===== src/verilog/afc_consts.svh =====
// Offsets, field positions, reset values and timing counts of the flow controller
`ifndef AFC_CONSTS_SVH
`define AFC_CONSTS_SVH

`define FLOW_CONTROL_CONFIG_OFFSET      8'hac
`define FLOW_CONTROL_CONFIG_RESET       32'h0000_0000
`define FLOW_CONTROL_CONFIG_WMASK       32'h00ff_ffff
`define FILL_HIGH_THRESHOLD_MSB          23
`define FILL_HIGH_THRESHOLD_LSB          16
`define FILL_LOW_THRESHOLD_MSB          15
`define FILL_LOW_THRESHOLD_LSB          8
`define AFC_DUR_MSB         7
`define AFC_DUR_LSB         4
`define AFC_MULT_BIT        3
`define AFC_BRD_BIT         2
`define AFC_ADD_BIT         1
`define AFC_ANY_BIT         0
`define AFC_TRIG_MSB        3
`define AFC_TRIG_LSB        0
`define AFC_UNIT_SHIFT      6
`define AFC_FILL_MSB        13
`define AFC_PAUSE_ZERO      16'h0000
`define AFC_CLK_PERIOD_NS   10
`define AFC_US_NS           1000
`define AFC_CYC_PER_US      (`AFC_US_NS / `AFC_CLK_PERIOD_NS)
`define AFC_EXTRA_10M_NS    2200
`define AFC_EXTRA_10M_CYC   (`AFC_EXTRA_10M_NS / `AFC_CLK_PERIOD_NS)

`endif


===== src/verilog/afc_pkg.sv =====
// Types shared by the flow controller files
package afc_pkg;

  typedef enum logic [0:0] {
    AFC_IDLE   = 1'b0,
    AFC_PAUSED = 1'b1
  } afc_state_t;

  typedef logic [19:0] afc_jam_count_t;

endpackage


===== src/verilog/afc_jam_timer.sv =====
// Back-pressure duration timer with the duration code lookup
`timescale 1ns/100ps
`include "afc_consts.svh"

module afc_jam_timer #(
  parameter int CYC_PER_US = `AFC_CYC_PER_US
) (
  input  wire logic       clk_sys,
  input  wire logic       rst_n,
  input  wire logic       start,
  input  wire logic       abort,
  input  wire logic       speed100,
  input  wire logic [3:0] duration,
  output logic            active
);

  afc_pkg::afc_jam_count_t count;
  afc_pkg::afc_jam_count_t next_count;
  logic                    next_active;

  // Whole microseconds of the 100 Mb/s column
  function automatic logic [9:0] durUs(input logic [3:0] code);
    unique case (code)
      4'h0:    durUs = 10'h005;
      4'h1:    durUs = 10'h00a;
      4'h2:    durUs = 10'h00f;
      4'h3:    durUs = 10'h019;
      default: durUs = 10'(10'(code - 4'h3) * 10'h032);
    endcase
  endfunction

  function automatic afc_pkg::afc_jam_count_t durCycles(input logic [3:0] code, input logic fast);
    int total;
    total = int'(durUs(code)) * CYC_PER_US;
    if (!fast) begin
      total = total + `AFC_EXTRA_10M_CYC;
    end
    durCycles = 20'(total);
  endfunction

  always_comb begin
    next_count = count;
    if (abort) begin
      next_count = '0;
    end else if (start) begin
      next_count = durCycles(duration, speed100);
    end else if (count != '0) begin
      next_count = count - 20'h00001;
    end
    next_active = (next_count != '0);
  end

  always_ff @(posedge clk_sys or negedge rst_n) begin
    if (!rst_n) begin
      count  <= '0;
      active <= 1'b0;
    end else begin
      count  <= next_count;
      active <= next_active;
    end
  end

endmodule // afc_jam_timer


===== src/verilog/afc_flow_ctrl.sv =====
// Automatic receive flow control: pause frames in full duplex, timed jamming in half duplex
//
// Overview of operation
// No pause or jam while transmitter disabled
// High threshold bits 23:16 in 64-byte units
// Full duplex: one pause frame per high event
// Half duplex: jam each matching frame for duration
// Below low threshold: send zero-time pause
// Resume only after a real high pause
// Resume only with automatic flow control enabled
// Software keeps low threshold under high
// Duration field bits 7:4, half duplex only
// Bit 3 jams multicast frames past threshold
// Bit 2 jams broadcast frames past threshold
// Bit 1 jams own-address frames past threshold
// Bit 0 any-frame; enables full-duplex pausing
// Any-frame half duplex jams at next preamble
// Any-frame full duplex requests pause immediately
// Any-frame bit overrides bits 3:1
// Armed flag tracks whether resume is owed
`timescale 1ns/100ps
`include "afc_consts.svh"

module afc_flow_ctrl #(
  parameter int CYC_PER_US = `AFC_CYC_PER_US
) (
  input  wire logic        clk_sys,
  input  wire logic        rst_n,
  input  wire logic [7:0]  regAddr,
  input  wire logic        regWrEn,
  input  wire logic [31:0] regWrData,
  input  wire logic        regRdEn,
  output logic      [31:0] regRdData,
  input  wire logic        txEnabled,
  input  wire logic        fullDuplex,
  input  wire logic        speed100,
  input  wire logic [13:0] rxFifoBytes,
  input  wire logic [15:0] pauseTimeValue,
  input  wire logic        rxPreamble,
  input  wire logic        rxAddrValid,
  input  wire logic        rxIsMulticast,
  input  wire logic        rxIsBroadcast,
  input  wire logic        rxIsOwnAddr,
  output logic             pauseReq,
  output logic      [15:0] pauseReqTime,
  output logic             backPressure
);

  logic [31:0]         flowControlConfig;
  logic [31:0]         next_flowControlConfig;
  logic [31:0]         next_regRdData;
  afc_pkg::afc_state_t state;
  afc_pkg::afc_state_t next_state;
  logic                next_pauseReq;
  logic [15:0]         next_pauseReqTime;

  logic [7:0] fillHighThreshold;
  logic [7:0] fillLowThreshold;
  logic [3:0] jamDuration;
  logic       multicastJamEnable;
  logic       broadcastJamEnable;
  logic       ownAddressJamEnable;
  logic       anyFrameTrigger;
  logic       autoEnabled;
  logic [7:0] fillUnits;
  logic       highReached;
  logic       belowLow;
  logic       fdHighPause;
  logic       fdResume;
  logic       frameMatch;
  logic       jamStart;
  logic       jamAbort;
  logic       jamActive;

  // Register file
  always_comb begin
    next_flowControlConfig = flowControlConfig;
    next_regRdData         = regRdData;
    if (regWrEn && regAddr == `FLOW_CONTROL_CONFIG_OFFSET) begin
      next_flowControlConfig = regWrData & `FLOW_CONTROL_CONFIG_WMASK;
    end
    if (regRdEn) begin
      next_regRdData = (regAddr == `FLOW_CONTROL_CONFIG_OFFSET) ? flowControlConfig : 32'h0000_0000;
    end
  end

  always_ff @(posedge clk_sys or negedge rst_n) begin
    if (!rst_n) begin
      flowControlConfig <= `FLOW_CONTROL_CONFIG_RESET;
      regRdData         <= 32'h0000_0000;
    end else begin
      flowControlConfig <= next_flowControlConfig;
      regRdData         <= next_regRdData;
    end
  end

  assign fillHighThreshold   = flowControlConfig[`FILL_HIGH_THRESHOLD_MSB:`FILL_HIGH_THRESHOLD_LSB];
  assign fillLowThreshold    = flowControlConfig[`FILL_LOW_THRESHOLD_MSB:`FILL_LOW_THRESHOLD_LSB];
  assign jamDuration         = flowControlConfig[`AFC_DUR_MSB:`AFC_DUR_LSB];
  assign multicastJamEnable  = flowControlConfig[`AFC_MULT_BIT];
  assign broadcastJamEnable  = flowControlConfig[`AFC_BRD_BIT];
  assign ownAddressJamEnable = flowControlConfig[`AFC_ADD_BIT];
  assign anyFrameTrigger     = flowControlConfig[`AFC_ANY_BIT];
  assign autoEnabled         = (flowControlConfig[`AFC_TRIG_MSB:`AFC_TRIG_LSB] != 4'h0);

  // Partial 64-byte units do not count toward a level
  assign fillUnits   = rxFifoBytes[`AFC_FILL_MSB:`AFC_UNIT_SHIFT];
  assign highReached = (fillUnits >= fillHighThreshold);
  assign belowLow    = (fillUnits < fillLowThreshold);

  // Full duplex high pause needs the any-frame bit; the zero-time resume needs any of bits 3:0
  assign fdHighPause = (state == afc_pkg::AFC_IDLE) && fullDuplex && anyFrameTrigger
                       && txEnabled && highReached;
  assign fdResume    = (state == afc_pkg::AFC_PAUSED) && autoEnabled && txEnabled
                       && belowLow;

  always_comb begin
    next_state        = state;
    next_pauseReq     = 1'b0;
    next_pauseReqTime = pauseReqTime;
    unique case (state)
      afc_pkg::AFC_IDLE: begin
        if (fdHighPause) begin
          next_state        = afc_pkg::AFC_PAUSED;
          next_pauseReq     = 1'b1;
          next_pauseReqTime = pauseTimeValue;
        end
      end
      afc_pkg::AFC_PAUSED: begin
        if (fdResume) begin
          next_state        = afc_pkg::AFC_IDLE;
          next_pauseReq     = 1'b1;
          next_pauseReqTime = `AFC_PAUSE_ZERO;
        end
      end
    endcase
  end

  always_ff @(posedge clk_sys or negedge rst_n) begin
    if (!rst_n) begin
      state        <= afc_pkg::AFC_IDLE;
      pauseReq     <= 1'b0;
      pauseReqTime <= 16'h0000;
    end else begin
      state        <= next_state;
      pauseReq     <= next_pauseReq;
      pauseReqTime <= next_pauseReqTime;
    end
  end

  // Any-frame skips address decode and overrides the per-type bits
  assign frameMatch = anyFrameTrigger ? rxPreamble
                    : rxAddrValid && ((multicastJamEnable && rxIsMulticast)
                                   || (broadcastJamEnable && rxIsBroadcast)
                                   || (ownAddressJamEnable && rxIsOwnAddr));
  // A frame arriving while jamming is already covered by the running period
  assign jamStart = !fullDuplex && txEnabled && highReached && !jamActive && frameMatch;
  assign jamAbort = fullDuplex || !txEnabled;

  afc_jam_timer #(
    .CYC_PER_US (CYC_PER_US)
  ) u_jam_timer (
    .clk_sys  (clk_sys),
    .rst_n    (rst_n),
    .start    (jamStart),
    .abort    (jamAbort),
    .speed100 (speed100),
    .duration (jamDuration),
    .active   (jamActive)
  );

  assign backPressure = jamActive && txEnabled && !fullDuplex;
endmodule // afc_flow_ctrl


===== config.mk =====
export PLATFORM = sky130hd
export DESIGN_NAME = afc_flow_ctrl
export DESIGN_NICKNAME = d
export VERILOG_FILES = /design/src/verilog/afc_pkg.sv /design/src/verilog/afc_jam_timer.sv /design/src/verilog/afc_flow_ctrl.sv
export VERILOG_INCLUDE_DIRS = /design/src /design/src/verilog
export SDC_FILE = /design/constraint.sdc
export NUM_CORES = 1
export LEC_CHECK = 0
export ABC_AREA = 1
export BUFFER_PORTS_ARGS = -buffer_cell sky130_fd_sc_hd__buf_4
export CAP_MARGIN = 20
export CORE_MARGIN = 2
export CORE_UTILIZATION = 52
export CTS_BUF_LIST = sky130_fd_sc_hd__clkbuf_8
export DETAILED_ROUTE_END_ITERATION = 6
export GPL_TIMING_DRIVEN = 1
export PLACE_DENSITY = 0.84
export RECOVER_POWER = 50
export SLEW_MARGIN = 15
export SYNTH_ARGS = -nofsm -noshare
export SYNTH_HDL_FRONTEND = slang
export SYNTH_SLANG_ARGS = --single-unit

===== constraint.sdc =====
create_clock -name clk_sys -period 5.4 [get_ports clk_sys]
set_input_delay 0.54 -clock clk_sys [delete_from_list [all_inputs] [get_ports clk_sys]]
set_output_delay 0.54 -clock clk_sys [all_outputs]
set_load 0.02 [all_outputs]

==> results.sh <==
export IMPL_fp_dieH_microns=118
export IMPL_hold_worst_slack_ns=0.390
export IMPL_synth_edff_count=0
export IMPL_fmax_ghz=0.189
export IMPL_initial_core_util=0.532
export IMPL_die_w_microns=118
export IMPL_floorplan_io_pins=132
export IMPL_status="finished, violations left"
export IMPL_netlist_top_cells_count="nand2_1, inv_1, nand3_1"
export IMPL_worst_setup_path_end_kind="flip-flop"
export IMPL_endpoint="u_jam_timer.active$_DFF_PN0_"
export IMPL_detail_route_wl_per_cell_microns=13.7
export IMPL_grt_use_total=0.228
export IMPL_yosys_area_top_type="dfrtp_1"
export IMPL_worst_endpoint_arrival_ns=5.53
export IMPL_ys_warnings_count=0
export IMPL_crit_buf_inv=4
export IMPL_clock_insertion_delay_worst_skew_ns=0.37
export IMPL_ys_ff_latch=87
export IMPL_cts_num_sinks=87
export IMPL_synth_area_leaders="dfrtp_1, nand2_1, ha_1"
export IMPL_rr_startpoint="flowControlConfig[5]$_DFFE_PN0P_"
export IMPL_post_route_period_util=0.977
export IMPL_post_route_drc_count=0
export IMPL_power_static_leakage_nw=4.62
export IMPL_port_buffers=109
export IMPL_grt_max_degree=61
export IMPL_yosysTopAreaCellShare=0.324
export IMPL_cts_inserted_buffers=9
export IMPL_worst_ir_drop_vdd_mv=0.190
export IMPL_n_antenna_cell=0
export IMPL_worst_ep_required_time_ns=5.65
export IMPL_hold_path_class="primary input to flip-flop"
export IMPL_syn_avg_cell_area_sq_um=7.45
export IMPL_grt_antenna_before_repair=0
export IMPL_fin_tns_setup_ns=0
export IMPL_worst_setup_path_startpoint="flowControlConfig[5]$_DFFE_PN0P_"
export IMPL_detail_route_first_pass_iterations=5
export IMPL_r2r_setup_slack_ns=0.12
export IMPL_area_growth_syn_to_layout_pct=26.3
export IMPL_critical_path_top_cell_by_count="ha_4"
export IMPL_path_delay_family="adder cells"
export IMPL_cellPowerDensity_nw_per_um2=473
export IMPL_rr_endpoint="u_jam_timer.active$_DFF_PN0_"
export IMPL_violations="capacitance limit, slew limit"
export IMPL_clock_skews_ns=0.0136
export IMPL_reg2regPathDepth=31
export IMPL_root_buffer="clkbuf_8"
export IMPL_final_min_clock_period_ns=5.28
export IMPL_dominantRegCellSynth="dfrtp_1"
export IMPL_synth_sequential_area_ratio=0.324
export IMPL_via_count_of_the_first_global_routing_pass=5999
export IMPL_tightest_slew_ns=3.09
export IMPL_setup_viol_count_final=0
export IMPL_layout_drive_gt1_share=0.266
export IMPL_routed_via_count=6374
export IMPL_synthesis_area_sq_um=6710
export IMPL_worst_path_max_delay_cell="fa_1"
export IMPL_placement_rows=41
export IMPL_design_final_nets=1193
export IMPL_detail_route_iter0_violations=195
export IMPL_crit_type="flip-flop to flip-flop"
export IMPL_grt_pass1_wl_mm=26.7
export IMPL_hold_sp="pauseTimeValue[10]"
export IMPL_core_area_sq_um=12600
export IMPL_synth_async_reset_ratio=1.00
export IMPL_synth_lib_cells_used_distinct=47
export IMPL_detailedPlacementHpwl_mm=12.0
export IMPL_finalHoldViolCount=0
export IMPL_cts_path_max_buffers=2
export IMPL_drv_slew=105
export IMPL_clkSlewWorstSetupHoldPaths_ns=0.10
export IMPL_critPathMaxFanout=4
export IMPL_detail_route_wirelength_mm=16.7
export IMPL_crit_cells=31
export IMPL_worst_setup_path_start_kind="flip-flop"
export IMPL_timing_max_cap_violations=2
export IMPL_die_footprint_sq_um=13800
export IMPL_drt_vias_per_instance=5.25
export IMPL_synth_cells=901
export IMPL_globalRouteOverflowTotal=0
export IMPL_cts_tree="yes"
export IMPL_ctsHtreeMaxLevel=3
export IMPL_timing_max_slew_rel_slack=-1.06
export IMPL_cpPeakStageDelay_ns=0.45
export IMPL_drt_antenna_violating_nets=0
export IMPL_gp_congestion=0.901
export IMPL_synthMostInstantiatedCell="nand2_1"
## where the power goes
| part | leakage (nW) | switching [mW] | total, mW | internal, mW |
|---|---|---|---|---|
| Combinational | 3.44 | 1.63 | 2.75 | 1.12 |
| Clock | 0.0967 | 0.263 | 0.440 | 0.178 |
| Sequential | 1.09 | 0.0711 | 0.827 | 0.756 |
| Total | 4.62 | 1.96 | 4.01 | 2.05 |
## cells by family (layout without fill, tap and decap cells)
kind of cell | count (synthesis) | after routing | synth area share
adder cells (fa/ha/maj) | 75 | 75 | 0.150
AND/OR/NAND/NOR | 467 | 467 | 0.315
AO/OA/AOI/OAI | 89 | 89 | 0.0813
other | 1 | 8 | 0.000559
XOR/XNOR | 21 | 21 | 0.0274
multiplexers | 5 | 5 | 0.00839
buffers and inverters | 156 | 289 | 0.0937
flip-flops | 87 | 87 | 0.324
## layer usage
layer  part of all wire  global-route usage  vias up  wire (microns)
li1                   -                   -     3149               -
met1               0.42               0.286     2991            6970
met2               0.50               0.399      195            8290
met3              0.061              0.0523       39            1020
met4              0.022              0.0520        0             374
met5                  0                   0        -               0
## cell usage in the layout, fill, tap and decap left out, types with 9 or more instances in the layout
master,count
a21oi_1,32
buf_4,134
clkbuf_8,9
dfrtp_1,87
fa_1,9
ha_1,46
ha_4,17
inv_1,112
inv_2,17
nand2_1,204
nand2_2,34
nand3_1,94
nor2_1,81
nor2_4,11
o21ai_0,12
o31ai_1,20
xor2_1,14
## registers in the layout (all words and copies together), names as in the netlist
| signal | flops |
|---|---|
| regRdData | 24 |
| u_jam_timer.active | 1 |
| pauseReq | 1 |
| flowControlConfig | 24 |
| state | 1 |
| u_jam_timer.count | 20 |
| pauseReqTime | 16 |
## area by class of cell
class                   instances  area, sq um
fillers                       996         4140
repair buffers                142         1060
inverters                     131          492
clock inverters                 7         65.1
multi-input cells             665         4340
clock buffers                   9          124
flip-flops and latches         87         2180
well taps                     172          215
## repair_timing
| action | CTS | global route |
|---|---|---|
| hold endpoints to repair | 0 | 0 |
| setup endpoints to repair | 1 | 6 |
| pin swaps | 0 | 35 |
| gates cloned | 0 | 0 |
| hold buffers | 0 | 0 |
| resized for setup | 7 | 76 |
| buffers inserted | 3 | 7 |
## worst min path at each step
stage / to / slack (ns) / depth (start not counted)
after floorplan: flowControlConfig[0]$_DFFE_PN0P_ / 0.24 / 0
after global placement: regRdData[23]$_DFFE_PN0P_ / 0.47 / 2
after detailed placement: regRdData[10]$_DFFE_PN0P_ / 0.47 / 2
after CTS: u_jam_timer.count[15]$_DFF_PN0_ / 0.08 / 1
after global routing: flowControlConfig[8]$_DFFE_PN0P_ / 0.38 / 2
final: pauseReqTime[10]$_DFFE_PN0P_ / 0.39 / 3
## worst min-delay path, stage by stage
cell and delay, ns:
buf_4 0.07, nand3_1 0.06, nand2_1 0.05
## per-stage QoR
step	area, sq um	setup slack (ns)	utilization	power, mW	std cells
after floorplan	6740	0.0518	-	2.47	908
after global placement	7810	0.0554	0.619	2.97	1187
after detailed placement	7810	-0.0530	0.619	3.03	1187
after CTS	8050	0.0198	0.638	3.51	1206
after global routing	8480	-0.147	0.672	4.35	1213
final	8480	0.123	0.672	4.01	1213
(Power assumes the default switching activity.)
